## config.mk

```make
export PLATFORM = sky130hd
export DESIGN_NAME = qadc_serial_out
export DESIGN_NICKNAME = d
export VERILOG_FILES = /design/src/pkg/qadc_pkg.sv /design/src/hw/qadc_serial_out.sv
export SDC_FILE = /design/constraint.sdc
export NUM_CORES = 1
export LEC_CHECK = 0
export ABC_AREA = 1
export BUFFER_PORTS_ARGS = -buffer_cell sky130_fd_sc_hd__buf_2
export CAP_MARGIN = 40
export CORE_MARGIN = 2
export CORE_UTILIZATION = 50
export DETAILED_ROUTE_END_ITERATION = 8
export PLACE_DENSITY_LB_ADDON = 0.1
export SLEW_MARGIN = 5
export SYNTH_ARGS = -nofsm -noshare
export SYNTH_HDL_FRONTEND = slang
export SYNTH_SLANG_ARGS = --single-unit
```

## constraint.sdc

```tcl
create_clock -name clk -period 9.3 [get_ports clk]
set_input_delay 0.465 -clock clk [delete_from_list [all_inputs] [get_ports clk]]
set_output_delay 0.465 -clock clk [all_outputs]
set_load 0.05 [all_outputs]
```

## src/pkg/qadc_pkg.sv

```systemverilog
// Constants, state type and helpers shared by the quad converter serial output block
package qadc_pkg;

  // ***************************************************************
  // Geometry
  // ***************************************************************
  localparam int NUM_LANES      = 4;
  localparam int SAMPLE_W       = 8;
  localparam int AXI_ADDR_W     = 4;
  localparam int FRAME_HALF     = 4;   // Bit slots with frame clock high

  // ***************************************************************
  // Register map (byte addresses)
  // ***************************************************************
  localparam logic [3:0]  ADDR_CTRL   = 4'h0;
  localparam logic [3:0]  ADDR_STATUS = 4'h4;
  localparam logic [31:0] CTRL_RST    = 32'h0000_0000;
  localparam logic [31:0] CTRL_MASK   = 32'h0000_1FFF;

  // Control fields
  localparam int CTRL_CHAN_PD_LSB = 0;   // Four bits, one per lane
  localparam int CTRL_STANDBY     = 4;
  localparam int CTRL_LOW_SWING   = 5;
  localparam int CTRL_DRIVE_BOOST = 6;
  localparam int CTRL_TWOS_COMP   = 7;
  localparam int CTRL_LSB_FIRST   = 8;
  localparam int CTRL_LOW_RATE    = 9;
  localparam int CTRL_PHASE_LSB   = 10;  // Three bits, 0 = 90 deg, +60 deg per step

  // Status fields
  localparam int STAT_PDOWN     = 0;
  localparam int STAT_STANDBY   = 1;
  localparam int STAT_RUN       = 2;
  localparam int STAT_SETTLED   = 3;
  localparam int STAT_STRAP     = 4;
  localparam int STAT_FIFO_LSB  = 8;     // Two bits of buffer fill level

  // ***************************************************************
  // Coding and bus answers
  // ***************************************************************
  localparam logic [7:0] MIDSCALE    = 8'h80;
  localparam logic [7:0] TWOS_FLIP   = 8'h80;
  localparam logic [1:0] RESP_OKAY   = 2'h0;
  localparam logic [1:0] RESP_SLVERR = 2'h2;

  // ***************************************************************
  // Timing
  // ***************************************************************
  localparam int CLK_PERIOD_NS = 100;
  localparam int STBY_WAKE_NS  = 600;
  localparam int SETTLE_US     = 375;
  localparam int WAKE_CYC      = (STBY_WAKE_NS + CLK_PERIOD_NS - 1) / CLK_PERIOD_NS;
  localparam int SETTLE_CYC    = (SETTLE_US * 1000 + CLK_PERIOD_NS - 1) / CLK_PERIOD_NS;

  typedef enum logic [1:0] {QS_PDOWN, QS_RUN, QS_STBY, QS_WAKE} qadc_state_t;

  // Serial slot to sample bit position, honouring the bit order option
  function automatic logic [2:0] qadc_bit_pos(input logic [2:0] slot, input logic lsb_first);
    qadc_bit_pos = lsb_first ? slot : 3'h7 - slot;
  endfunction

endpackage

```

## src/hw/qadc_serial_out.sv

```systemverilog
// Serial output, power-down and mode control of a four-lane 8-bit sampling converter
`timescale 1ns/1ps
`default_nettype none

// What this block does
// - Power-down pin high puts the device in power-down and stops all conversion.
// - In power-down all lane, bit clock and frame clock drivers float.
// - Power-down pin low returns to standby if its register bit is set, else to normal mode and restarts conversion and output.
// - Pin power-down turns off reference, reference buffer, PLL and bias.
// - Registers give per-lane power-down and standby keeping PLL on, 600 ns wake.
// - Outputs start at standard swing; strap or register picks reduced swing.
// - Register option raises termination and drive current on all data lanes.
// - Coding is offset binary by default; register selects twos complement.
// - Offset binary: full scale all ones, zero 1000 0000, minus full scale zeros.
// - Each channel has its own lane at eight bits per sample period.
// - Lowest rate 10 MSPS normally; register option lets PLL accept 5 MSPS.
// - Bit clock runs at four times sample rate, data launched on both edges.
// - Frame clock runs at sample rate, its rising edge marks each new byte.
// - Most significant bit first by default; register option sends least first.
// - Bit clock phase defaults to 90 degrees, adjustable in 60 degree steps.
module qadc_serial_out
  import qadc_pkg::*;
(
  input  wire logic                      clk,
  input  wire logic                      rst_n,
  // Pins
  input  wire logic                      power_down_pin,
  input  wire logic                      output_mode_strap,
  input  wire logic                      sample_clock,
  // Samples from the converter core, lane c in bits [8c+7:8c]
  input  wire logic [NUM_LANES*8-1:0]    smp_data,
  input  wire logic                      smp_valid,
  output logic                           smp_ready,
  // Serial lanes and clocks, enables low while driving
  output logic [NUM_LANES-1:0]           lane_out,
  output logic [NUM_LANES-1:0]           lane_oe_n,
  output logic                           bit_clock_out,
  output logic                           bit_clock_oe_n,
  output logic                           frame_clock_out,
  output logic                           frame_clock_oe_n,
  // Analog and driver controls
  output logic                           conv_en,
  output logic                           ref_en,
  output logic                           pll_en,
  output logic                           bias_en,
  output logic                           pll_low_rate,
  output logic                           low_swing,
  output logic                           drive_boost,
  output logic [2:0]                     bit_clock_phase,
  // AXI4-Lite slave
  input  wire logic [AXI_ADDR_W-1:0]     s_axi_awaddr,
  input  wire logic                      s_axi_awvalid,
  output logic                           s_axi_awready,
  input  wire logic [31:0]               s_axi_wdata,
  input  wire logic [3:0]                s_axi_wstrb,
  input  wire logic                      s_axi_wvalid,
  output logic                           s_axi_wready,
  output logic [1:0]                     s_axi_bresp,
  output logic                           s_axi_bvalid,
  input  wire logic                      s_axi_bready,
  input  wire logic [AXI_ADDR_W-1:0]     s_axi_araddr,
  input  wire logic                      s_axi_arvalid,
  output logic                           s_axi_arready,
  output logic [31:0]                    s_axi_rdata,
  output logic [1:0]                     s_axi_rresp,
  output logic                           s_axi_rvalid,
  input  wire logic                      s_axi_rready
);

  // ***************************************************************
  // Declarations
  // ***************************************************************
  qadc_state_t                 state_q, state_d;
  logic [2:0]                  pd_sync_q, sclk_sync_q;
  logic [1:0]                  strap_sync_q;
  logic                        strap_q;
  logic [1:0]                  strap_taken_q;
  logic [31:0]                 ctrl_q;
  logic [3:0]                  wake_cnt_q;
  logic [11:0]                 settle_cnt_q;
  logic                        settled_q;
  logic [NUM_LANES*8-1:0]      fifo_mem [2];
  logic                        wr_ptr_q, rd_ptr_q;
  logic [1:0]                  cnt_q, cnt_d;
  logic [NUM_LANES-1:0][7:0]   word_q, head_word, word_src;
  logic [2:0]                  idx_q, idx_d;
  logic                        pd_req, stby_req, sclk_rise, frame_go, push, pop;
  logic [AXI_ADDR_W-1:0]       aw_addr_q;
  logic [31:0]                 w_data_q;
  logic [3:0]                  w_strb_q;
  logic                        aw_full_q, w_full_q;

  assign pd_req    = pd_sync_q[1];
  assign stby_req  = ctrl_q[CTRL_STANDBY];
  assign sclk_rise = sclk_sync_q[1] & ~sclk_sync_q[2];
  assign frame_go  = (state_q == QS_RUN) && sclk_rise;

  // ***************************************************************
  // Pin synchronisers and strap capture
  // ***************************************************************
  // Power-down pin and sample clock come from outside the clk domain
  always_ff @(posedge clk) begin
    if (!rst_n) begin
      pd_sync_q   <= 3'h0;
      sclk_sync_q <= 3'h0;
    end else begin
      pd_sync_q   <= {pd_sync_q[1:0], power_down_pin};
      sclk_sync_q <= {sclk_sync_q[1:0], sample_clock};
    end
  end

  // Strap caught at third edge after release, once the sync holds the pin
  always_ff @(posedge clk) begin
    if (!rst_n) begin
      strap_sync_q  <= 2'h0;
      strap_q       <= 1'b0;
      strap_taken_q <= 2'h0;
    end else begin
      strap_sync_q <= {strap_sync_q[0], output_mode_strap};
      if (strap_taken_q != 2'h3) begin
        strap_q       <= strap_sync_q[1];
        strap_taken_q <= strap_taken_q + 2'h1;
      end
    end
  end

  // ***************************************************************
  // Power state machine
  // ***************************************************************
  always_comb begin
    state_d = state_q;
    case (state_q)
      QS_PDOWN: if (!pd_req) state_d = stby_req ? QS_STBY : QS_RUN;
      QS_RUN:   if (pd_req) state_d = QS_PDOWN;
                else if (stby_req) state_d = QS_STBY;
      QS_STBY:  if (pd_req) state_d = QS_PDOWN;
                else if (!stby_req) state_d = QS_WAKE;
      QS_WAKE:  if (pd_req) state_d = QS_PDOWN;
                else if (stby_req) state_d = QS_STBY;
                else if (wake_cnt_q == 4'(WAKE_CYC - 1)) state_d = QS_RUN;
      default:  state_d = QS_PDOWN;
    endcase
  end

  always_ff @(posedge clk) begin
    if (!rst_n) state_q <= QS_PDOWN;
    else        state_q <= state_d;
  end

  // Standby wake delay, PLL stays up so only a short wait
  always_ff @(posedge clk) begin
    if (!rst_n || state_q != QS_WAKE) wake_cnt_q <= 4'h0;
    else                              wake_cnt_q <= wake_cnt_q + 4'h1;
  end

  // Settling time after full power-down, reported for the receiver's benefit
  always_ff @(posedge clk) begin
    if (!rst_n || state_q == QS_PDOWN) begin
      settle_cnt_q <= 12'h000;
      settled_q    <= 1'b0;
    end else if (settle_cnt_q == 12'(SETTLE_CYC - 1)) begin
      settled_q    <= 1'b1;
    end else begin
      settle_cnt_q <= settle_cnt_q + 12'h001;
    end
  end

  // Analog enables and pin drivers, all from the next state
  always_ff @(posedge clk) begin
    if (!rst_n) begin
      conv_en          <= 1'b0;
      ref_en           <= 1'b0;
      pll_en           <= 1'b0;
      bias_en          <= 1'b0;
      lane_oe_n        <= '1;
      bit_clock_oe_n   <= 1'b1;
      frame_clock_oe_n <= 1'b1;
    end else begin
      conv_en          <= (state_d == QS_RUN);
      ref_en           <= (state_d != QS_PDOWN);
      pll_en           <= (state_d != QS_PDOWN);
      bias_en          <= (state_d != QS_PDOWN);
      lane_oe_n        <= {NUM_LANES{state_d == QS_PDOWN}};
      bit_clock_oe_n   <= (state_d == QS_PDOWN);
      frame_clock_oe_n <= (state_d == QS_PDOWN);
    end
  end

  // Mode pins follow the control register; reduced swing also by strap
  always_ff @(posedge clk) begin
    if (!rst_n) begin
      low_swing       <= 1'b0;
      drive_boost     <= 1'b0;
      pll_low_rate    <= 1'b0;
      bit_clock_phase <= 3'h0;
    end else begin
      low_swing       <= strap_q | ctrl_q[CTRL_LOW_SWING];
      drive_boost     <= ctrl_q[CTRL_DRIVE_BOOST];
      pll_low_rate    <= ctrl_q[CTRL_LOW_RATE];
      bit_clock_phase <= ctrl_q[CTRL_PHASE_LSB +: 3];
    end
  end

  // ***************************************************************
  // Two-entry sample buffer
  // ***************************************************************
  assign push  = smp_valid && smp_ready;
  assign pop   = frame_go && (cnt_q != 2'h0);
  assign cnt_d = 2'(cnt_q + {1'b0, push} - {1'b0, pop});

  always_ff @(posedge clk) begin
    if (!rst_n) begin
      wr_ptr_q  <= 1'b0;
      rd_ptr_q  <= 1'b0;
      cnt_q     <= 2'h0;
      smp_ready <= 1'b0;
    end else begin
      if (push) begin
        fifo_mem[wr_ptr_q] <= smp_data;
        wr_ptr_q           <= ~wr_ptr_q;
      end
      if (pop) rd_ptr_q <= ~rd_ptr_q;
      cnt_q     <= cnt_d;
      smp_ready <= (cnt_d != 2'h2);    // Stall source while both slots hold words
    end
  end

  // ***************************************************************
  // Serializer
  // ***************************************************************
  // Empty buffer repeats midscale rather than stale data
  always_comb begin
    for (int c = 0; c < NUM_LANES; c++) begin
      head_word[c] = (cnt_q != 2'h0) ? fifo_mem[rd_ptr_q][c*8 +: 8] : MIDSCALE;
      if (ctrl_q[CTRL_TWOS_COMP]) head_word[c] = head_word[c] ^ TWOS_FLIP;
    end
  end

  assign word_src = frame_go ? head_word : word_q;

  // Slot counter parks on the last slot until the next sample clock rise
  always_comb begin
    if (state_q != QS_RUN)      idx_d = 3'h7;
    else if (frame_go)          idx_d = 3'h0;
    else if (idx_q == 3'h7)     idx_d = 3'h7;
    else                        idx_d = idx_q + 3'h1;
  end

  always_ff @(posedge clk) begin
    if (!rst_n) begin
      idx_q  <= 3'h7;
      word_q <= '0;
    end else begin
      idx_q  <= idx_d;
      word_q <= word_src;
    end
  end

  // One bit per clk on every lane; bit clock toggles each bit for DDR
  always_ff @(posedge clk) begin
    if (!rst_n) begin
      lane_out        <= '0;
      bit_clock_out   <= 1'b0;
      frame_clock_out <= 1'b0;
    end else begin
      for (int c = 0; c < NUM_LANES; c++) begin
        lane_out[c] <= (state_d == QS_RUN) && !ctrl_q[CTRL_CHAN_PD_LSB + c]
                       && word_src[c][qadc_bit_pos(idx_d, ctrl_q[CTRL_LSB_FIRST])];
      end
      if (state_d != QS_RUN)  bit_clock_out <= 1'b0;
      else if (frame_go)      bit_clock_out <= 1'b1;
      else                    bit_clock_out <= ~bit_clock_out;
      frame_clock_out <= (state_d == QS_RUN) && (idx_d < 3'(FRAME_HALF));
    end
  end

  // ***************************************************************
  // AXI4-Lite register access
  // ***************************************************************
  // Address and data taken independently, then written together
  always_ff @(posedge clk) begin
    if (!rst_n) begin
      s_axi_awready <= 1'b1;
      s_axi_wready  <= 1'b1;
      s_axi_bvalid  <= 1'b0;
      s_axi_bresp   <= RESP_OKAY;
      aw_full_q     <= 1'b0;
      w_full_q      <= 1'b0;
      aw_addr_q     <= '0;
      w_data_q      <= 32'h0000_0000;
      w_strb_q      <= 4'h0;
      ctrl_q        <= CTRL_RST;
    end else begin
      if (s_axi_awvalid && s_axi_awready) begin
        aw_addr_q     <= s_axi_awaddr;
        aw_full_q     <= 1'b1;
        s_axi_awready <= 1'b0;
      end
      if (s_axi_wvalid && s_axi_wready) begin
        w_data_q     <= s_axi_wdata;
        w_strb_q     <= s_axi_wstrb;
        w_full_q     <= 1'b1;
        s_axi_wready <= 1'b0;
      end
      if (aw_full_q && w_full_q && !s_axi_bvalid) begin
        aw_full_q    <= 1'b0;
        w_full_q     <= 1'b0;
        s_axi_bvalid <= 1'b1;
        if (aw_addr_q == ADDR_CTRL) begin
          for (int b = 0; b < 4; b++) begin
            if (w_strb_q[b]) ctrl_q[b*8 +: 8] <= w_data_q[b*8 +: 8] & CTRL_MASK[b*8 +: 8];
          end
          s_axi_bresp <= RESP_OKAY;
        end else if (aw_addr_q == ADDR_STATUS) begin
          s_axi_bresp <= RESP_OKAY;     // Status is read only, write ignored
        end else begin
          s_axi_bresp <= RESP_SLVERR;
        end
      end
      if (s_axi_bvalid && s_axi_bready) begin
        s_axi_bvalid  <= 1'b0;
        s_axi_awready <= 1'b1;
        s_axi_wready  <= 1'b1;
      end
    end
  end

  // Read answers one cycle after the address is taken
  always_ff @(posedge clk) begin
    if (!rst_n) begin
      s_axi_arready <= 1'b1;
      s_axi_rvalid  <= 1'b0;
      s_axi_rdata   <= 32'h0000_0000;
      s_axi_rresp   <= RESP_OKAY;
    end else begin
      if (s_axi_arvalid && s_axi_arready) begin
        s_axi_arready <= 1'b0;
        s_axi_rvalid  <= 1'b1;
        s_axi_rresp   <= RESP_OKAY;
        s_axi_rdata   <= 32'h0000_0000;
        if (s_axi_araddr == ADDR_CTRL) begin
          s_axi_rdata <= ctrl_q;
        end else if (s_axi_araddr == ADDR_STATUS) begin
          s_axi_rdata[STAT_PDOWN]           <= (state_q == QS_PDOWN);
          s_axi_rdata[STAT_STANDBY]         <= (state_q == QS_STBY);
          s_axi_rdata[STAT_RUN]             <= (state_q == QS_RUN);
          s_axi_rdata[STAT_SETTLED]         <= settled_q;
          s_axi_rdata[STAT_STRAP]           <= strap_q;
          s_axi_rdata[STAT_FIFO_LSB +: 2]   <= cnt_q;
        end else begin
          s_axi_rresp <= RESP_SLVERR;
        end
      end
      if (s_axi_rvalid && s_axi_rready) begin
        s_axi_rvalid  <= 1'b0;
        s_axi_arready <= 1'b1;
      end
    end
  end
endmodule

`default_nettype wire

```

Yosys cells after proc, flatten, opt, wreduce, memory -nomap -nowiden
Memories as Yosys holds them, arrays and structs flattened. A register that Yosys moved wholly into a read port is not among the register bits.
Cells that the tools add are included.
Widths: inputs -> output; s select.
- order comparisons: 2
- bitwise gates (word level): 11
- reduce and logical (&&, ||, !) cells: 39
- multiplexer cells: 47
- equal/unequal tests: 14
- add/sub/neg operators: 7
- operators by type and width (kind ; count):
    $mux 8 ; 8
    $mux 32 ; 1
    $mux 2 ; 15
    $logic_and 1x1->1 ; 19
    $mux 3 ; 6
    $add 12x1->12 const B ; 1
    $bmux 1 s3 ; 4
    $eq 12x12->1 const B ; 1
    $eq 4x3->1 const B ; 3
    $mux 1 ; 10
    $mux 5 ; 2
    $not 1->1 ; 9
    $logic_not 4->1 ; 2
    $pmux 2 s4 ; 1
    $reduce_or 2->1 ; 4
    $logic_not 1->1 ; 6
    $ne 2x2->1 const B ; 3
    $reduce_and 3->1 ; 2
    $add 4x1->4 const B ; 1
    $eq 2x1->1 const B ; 2
    $eq 2x2->1 const B ; 2
    $logic_not 2->1 ; 2
    $lt 3x4->1 const B ; 1
    $ne 2x1->1 const B ; 2
    11 further kinds ; 13
- memories: 1
- bits in writable memories: 64
- output and inout port bits: 64
- logic and storage cells: 165
- register bits: 160
- memory list (name ; words ; width ; rd ports ; clocked after Yosys merged registers in ; wr ports ; RTL line ; source):
    fifo_mem ; 2 ; 32 ; 1 ; 1 ; 1 ; qadc_serial_out.sv:82 ; logic [NUM_LANES*8-1:0] fifo_mem [2];

Depth between registers and ports, before layout
- word-level depth: 10
- gate-level depth with buffers: 14
- depth with buffers taken out: 13

Worst setup path after synthesis
No wires, ideal clock.
- kind: register to register
- start point: register smp_ready
- end point: memory fifo_mem[1][0] (netlist bit) (enable)
- required time: 8.839 ns
- stages on the path, launching flop included: 3
- period minus slack after synthesis: 3.489 ns
- buffers on the path: 0
- arrival: 3.028 ns
- path slack: 5.811 ns
- cell sequence: dfxtp_1 nand2_1 nor3_1
- word-level cells in the longest chain between the ends: 4
- ends and longest elaborated chain (what ; RTL line ; source):
    start: declaration ; qadc_serial_out.sv:33 ; output logic smp_ready,
    start signal: assignment ; qadc_serial_out.sv:224 ; smp_ready <= (cnt_d != 2'h2);
    $logic_and 1x1->1 ; qadc_serial_out.sv:207 ; assign push = smp_valid && smp_ready;
    $mux 1 ; qadc_serial_out.sv:218 ; if (push) begin
    $mux 1 ; qadc_serial_out.sv:212 ; if (!rst_n) begin
    $mux 1 (not written as such) ; qadc_serial_out.sv:219 ; fifo_mem[wr_ptr_q] <= smp_data;
    end: declaration ; qadc_serial_out.sv:82 ;
Every way passes these cells.

Worst setup path in the final report
- start point: register state_q[1]
- end point: register smp_ready
- word-level cells in the longest chain between the ends: 5
- ends and longest elaborated chain (what ; RTL line ; source):
    start: declaration ; qadc_serial_out.sv:73 ; qadc_state_t state_q, state_d;
    start signal: assignment ; qadc_serial_out.sv:147 ; else state_q <= state_d;
    $eq 2x1->1 ; qadc_serial_out.sv:96 ; assign frame_go = (state_q == QS_RUN) && sclk_rise;
    $logic_and 1x1->1 ; qadc_serial_out.sv:96 ;
    $logic_and 1x1->1 ; qadc_serial_out.sv:208 ; assign pop = frame_go && (cnt_q != 2'h0);
    $sub 2x1->2 ; qadc_serial_out.sv:209 ; assign cnt_d = 2'(cnt_q + {1'b0, push} - {1'b0, pop});
    $ne 2x2->1 ; qadc_serial_out.sv:224 ;
Every way passes these cells.
A chain may end at the register's enable or synchronous reset.

==> flow_summary_export.csv <==
group,metric,value,unit
finish,fill_cells,1514,
global_routing,track_usage,19.02,%
power,swShare,24.42,%
synthesis,synth_top_family_by_area,"simple AND/OR/NAND/NOR gates",
sta,slew_headroom,56.42,%
clocking,cts_resized,0,
drt,via_per_inst,4.863,
global_routing,grt_pass1_wl,27520,µm
global_routing,antenna_found_initial,0,
clocking,cts_max_level,1,
global_routing,gr-total-overflow,0,
floorplan,coreArea,0.01594,mm²
drt,drc,0,
power,power.switching,0.0005054,W
flow_run,cap_violations,0,
synthesis,ys_ff_latch,203,
synthesis,yosysTopAreaCell,"dfxtp_1",
critical_path,crit_type,"reg -> reg",
power,pwr-share-seq,46.9,%
sta,fin_tns_setup,0,ns
clocking,worst_skew_pair.late_latency,0.49,ns
floorplan,start_util,51.26,%
synthesis,synthAdderAreaFrac,1.225,%
sta,clock_skew,0.01115,ns
synthesis,synth_top_area_share,34.05,%
critical_path,cp.required,9.73,ns
drt,wl_met3,682,µm
critical_path,worst_setup_path_end_kind,"flip-flop",
critical_path,cp_data_arrival_time,3.10,ns
power,p_per_area,217.6,mW/mm²
placement,port_buffers,108,
power,p_int,0.001564,W
clocking,cts_tree,"yes",
synthesis,synth-simple-area-share,23.12,%
floorplan,die_area,0.01738,mm²
floorplan,die_y,131.9,µm
placement,gp_congestion,0.7748,
synthesis,synth_cell_types,31,
floorplan,die_w,131.9,µm
sta,hold_viol,0,
drt,final_antenna_net_count,0,
critical_path,r2r_cells,12,
min_path,min_path_type,"in -> reg",
drt,routed-wl-met2,7825,µm
placement,dpl.hpwl,11250,µm
synthesis,synth_edf_count,64,
run_status,outcome,"completed",
clocking,postCtsHoldBufs,0,
synthesis,avgSynthCellArea,8.658,µm²
power,leakagePower,4.230,nW
clocking,clk_pin_slew,0.06,ns
clocking,cts-root-buf,"clkbuf_16",
sta,setup-violations-final,0,
synthesis,synth.area.mux_share,0,%
synthesis,yosys_warnings,0,
finish,area.growth.synth_to_final,16.35,%
synthesis,synthFlopType,"dfxtp_1",
drt,wire_per_inst,13.14,µm
critical_path,critPathMaxFanout,30,
drt,drt_wl_total,16720,µm
clocking,cts.sinks,203,
synthesis,synth_compound_area_share,9.002,%
floorplan,fp-row-count,46,
sta,fin_crit_sh,28.80,%
synthesis,synth_area_leaders,"dfxtp_1 34%, edfxtp_1 24%, nand2_1 12%, a21oi_1 4.7%, nor2_1 4.0%",
sta,hold_ws,0.1583,ns
sta,tightest_slew,0.6514,ns
finish,diodes,0,
sta,period_minus_slack,2.678,ns
drt,highest_layer,"met4",
sta,max_freq,373.4,MHz
global_routing,grt_pass1_vias,5694,
power,clkPwrFrac,43.0,%
drt,firstDrtPassIters,5,
synthesis,netlist_area,0.008173,mm²
drt,dr_total_vias,6186,
sta,rsz0062_at_grt,"no",
floorplan,ioPinCount,151,
synthesis,synth_xor_area_share,0.5358,%
clocking,cts.path.max_buffers,3,
finish,final_layout_size_suffix_gt1_share,16.95,%
min_path,whs_path_depth,1,
synthesis,synth.yosys.seq_area_share,57.56,%
power,combPwrFrac,10.2,%
clocking,post-cts-setup-buffers,0,
drt,drt_first_iter_violations,330,
drt,drt-met1-wl,8039,µm
clocking,cts_made_buffers,22,
synthesis,synthArstFlopShare,0,%
global_routing,grt_max_degree,67,
sta,slew_violations,0,
finish,final_nets,1135,
power,finalPower,0.002069,W
synthesis,synthCells,944,
power,irDropWorstVdd,0.1137,mV
critical_path,start_kind,"flip-flop",
-- power by group through the flow --
stage / clock (W) / combinational (W) / sequential [W]
after global placement: 0 / 0.000205 / 0.000988
after global routing: 0.000948 / 0.000235 / 0.000974
final: 0.000889 / 0.000211 / 0.000970
after floorplan: 0 / 0.000136 / 0.00102
after detailed placement: 0 / 0.000212 / 0.000989
after CTS: 0.000909 / 0.000213 / 0.000970
-- cell type report --
type                    count  area [µm²]  share of cell area (%)
repair buffers            115       633.1                   6.658
multi-input cells         623        2855                   30.03
flip-flops and latches    203        4705                   49.47
clock inverters             8       95.09                   1.000
inverters                  75       281.5                   2.961
well taps                 216       270.3                   2.842
clock buffers              32       669.4                   7.039
-- logic make-up after synthesis --
family          Yosys count
compound gates          141
xor+xnor                  5
fa+ha+maj                 8
buf+inv                 138
flops                   203
other cells               1
simple gates            448
-- metal layers --
| layer | GRT usage [%] | vias to the layer above |
|---|---|---|
| met3 | 3.268 | 20 |
| met5 | 0 | - |
| met4 | 3.986 | 0 |
| met1 | 26.34 | 2841 |
| met2 | 31.62 | 95 |
| li1 | - | 3230 |
-- per-stage QoR --
| stage | cells | instance area, µm² | util [%] | worst slack (ns) |
|---|---|---|---|---|
| 6_report | 1272 | 9509 | 59.65 | 6.622 |
| 5_1_grt | 1272 | 9509 | 59.65 | 6.396 |
| 4_1_cts | 1272 | 9509 | 59.65 | 6.604 |
| 3_5_place_dp | 1232 | 8745 | 54.85 | 6.631 |
| 3_3_place_gp | 1229 | 8682 | 54.46 | 6.546 |
| 2_1_floorplan | 964 | 8248 | - | 5.811 |
-- Yosys cell counts, types with 2 or more instances --
cell type  count
inv_2          4
buf_2          7
xor2_1         3
nand2_1      260
nand2_2        6
or2_2          6
nor2_1        87
edfxtp_1      64
nand3_1       64
ha_1           8
inv_1         71
o21a_1         2
o221ai_1       5
clkbuf_1      17
nand4_1        7
dfxtp_1      139
buf_6          7
xnor2_1        2
nor4_1         2
nand2_4        4
o21ai_0       57
nand3_2        2
a21oi_1       76
nor3_1         6
buf_4         31
nor2_4         2
-- state kept, by name (all words and copies together) (netlist names), 3 cells and up, named ones only --
register and count:
fifo_mem 64, word_q 32, ctrl_q 13, s_axi_rdata 13, w_data_q 13, settle_cnt_q 12
aw_addr_q 4, lane_out 4, wake_cnt_q 4, bit_clock_phase 3, idx_q 3, sclk_sync_q 3
-- placed cells by master (no fill, tap or decap), types with 3 or more instances in the layout --
cell type and instances:
clkinv_2 3, nand4_1 7, inv_1 71, dfxtp_1 139, inv_2 4, xor2_1 3, buf_2 108, ha_1 8
or2_2 6, nand3_1 64, clkbuf_8 6, nand2_4 4, conb_1 21, o21ai_0 57, edfxtp_1 64, o221ai_1 5
a21oi_1 76, clkbuf_16 23, nand2_1 260, nor3_1 5, buf_4 4, nand2_2 6, clkbuf_1 3, nor2_1 86
-- worst max-delay path: stages, from the launching register on --
cell and delay (ns):
dfxtp_1 0.33, inv_2 0.10, nand2_4 0.07, inv_2 0.21
nand2_2 0.44, nor2_4 0.46, ha_1 0.30, inv_1 0.05
ha_1 0.15, xnor2_1 0.13, xor2_1 0.22, nand2_1 0.07
nand2_1 0.07
-- path summary, 6_finish.rpt --
check,from,endpoint,slack (ns)
min,smp_data[27],fifo_mem[0][27]$_DFFE_PP_,0.16
min reg2reg,pd_sync_q[0]$_SDFF_PN0_,pd_sync_q[1]$_SDFF_PN0_,0.41
max,state_q[1]$_SDFF_PN0_,smp_ready$_SDFF_PN0_,6.62
max reg2reg,state_q[1]$_SDFF_PN0_,smp_ready$_SDFF_PN0_,6.62
No activity file was read; power rests on OpenSTA's default activity.
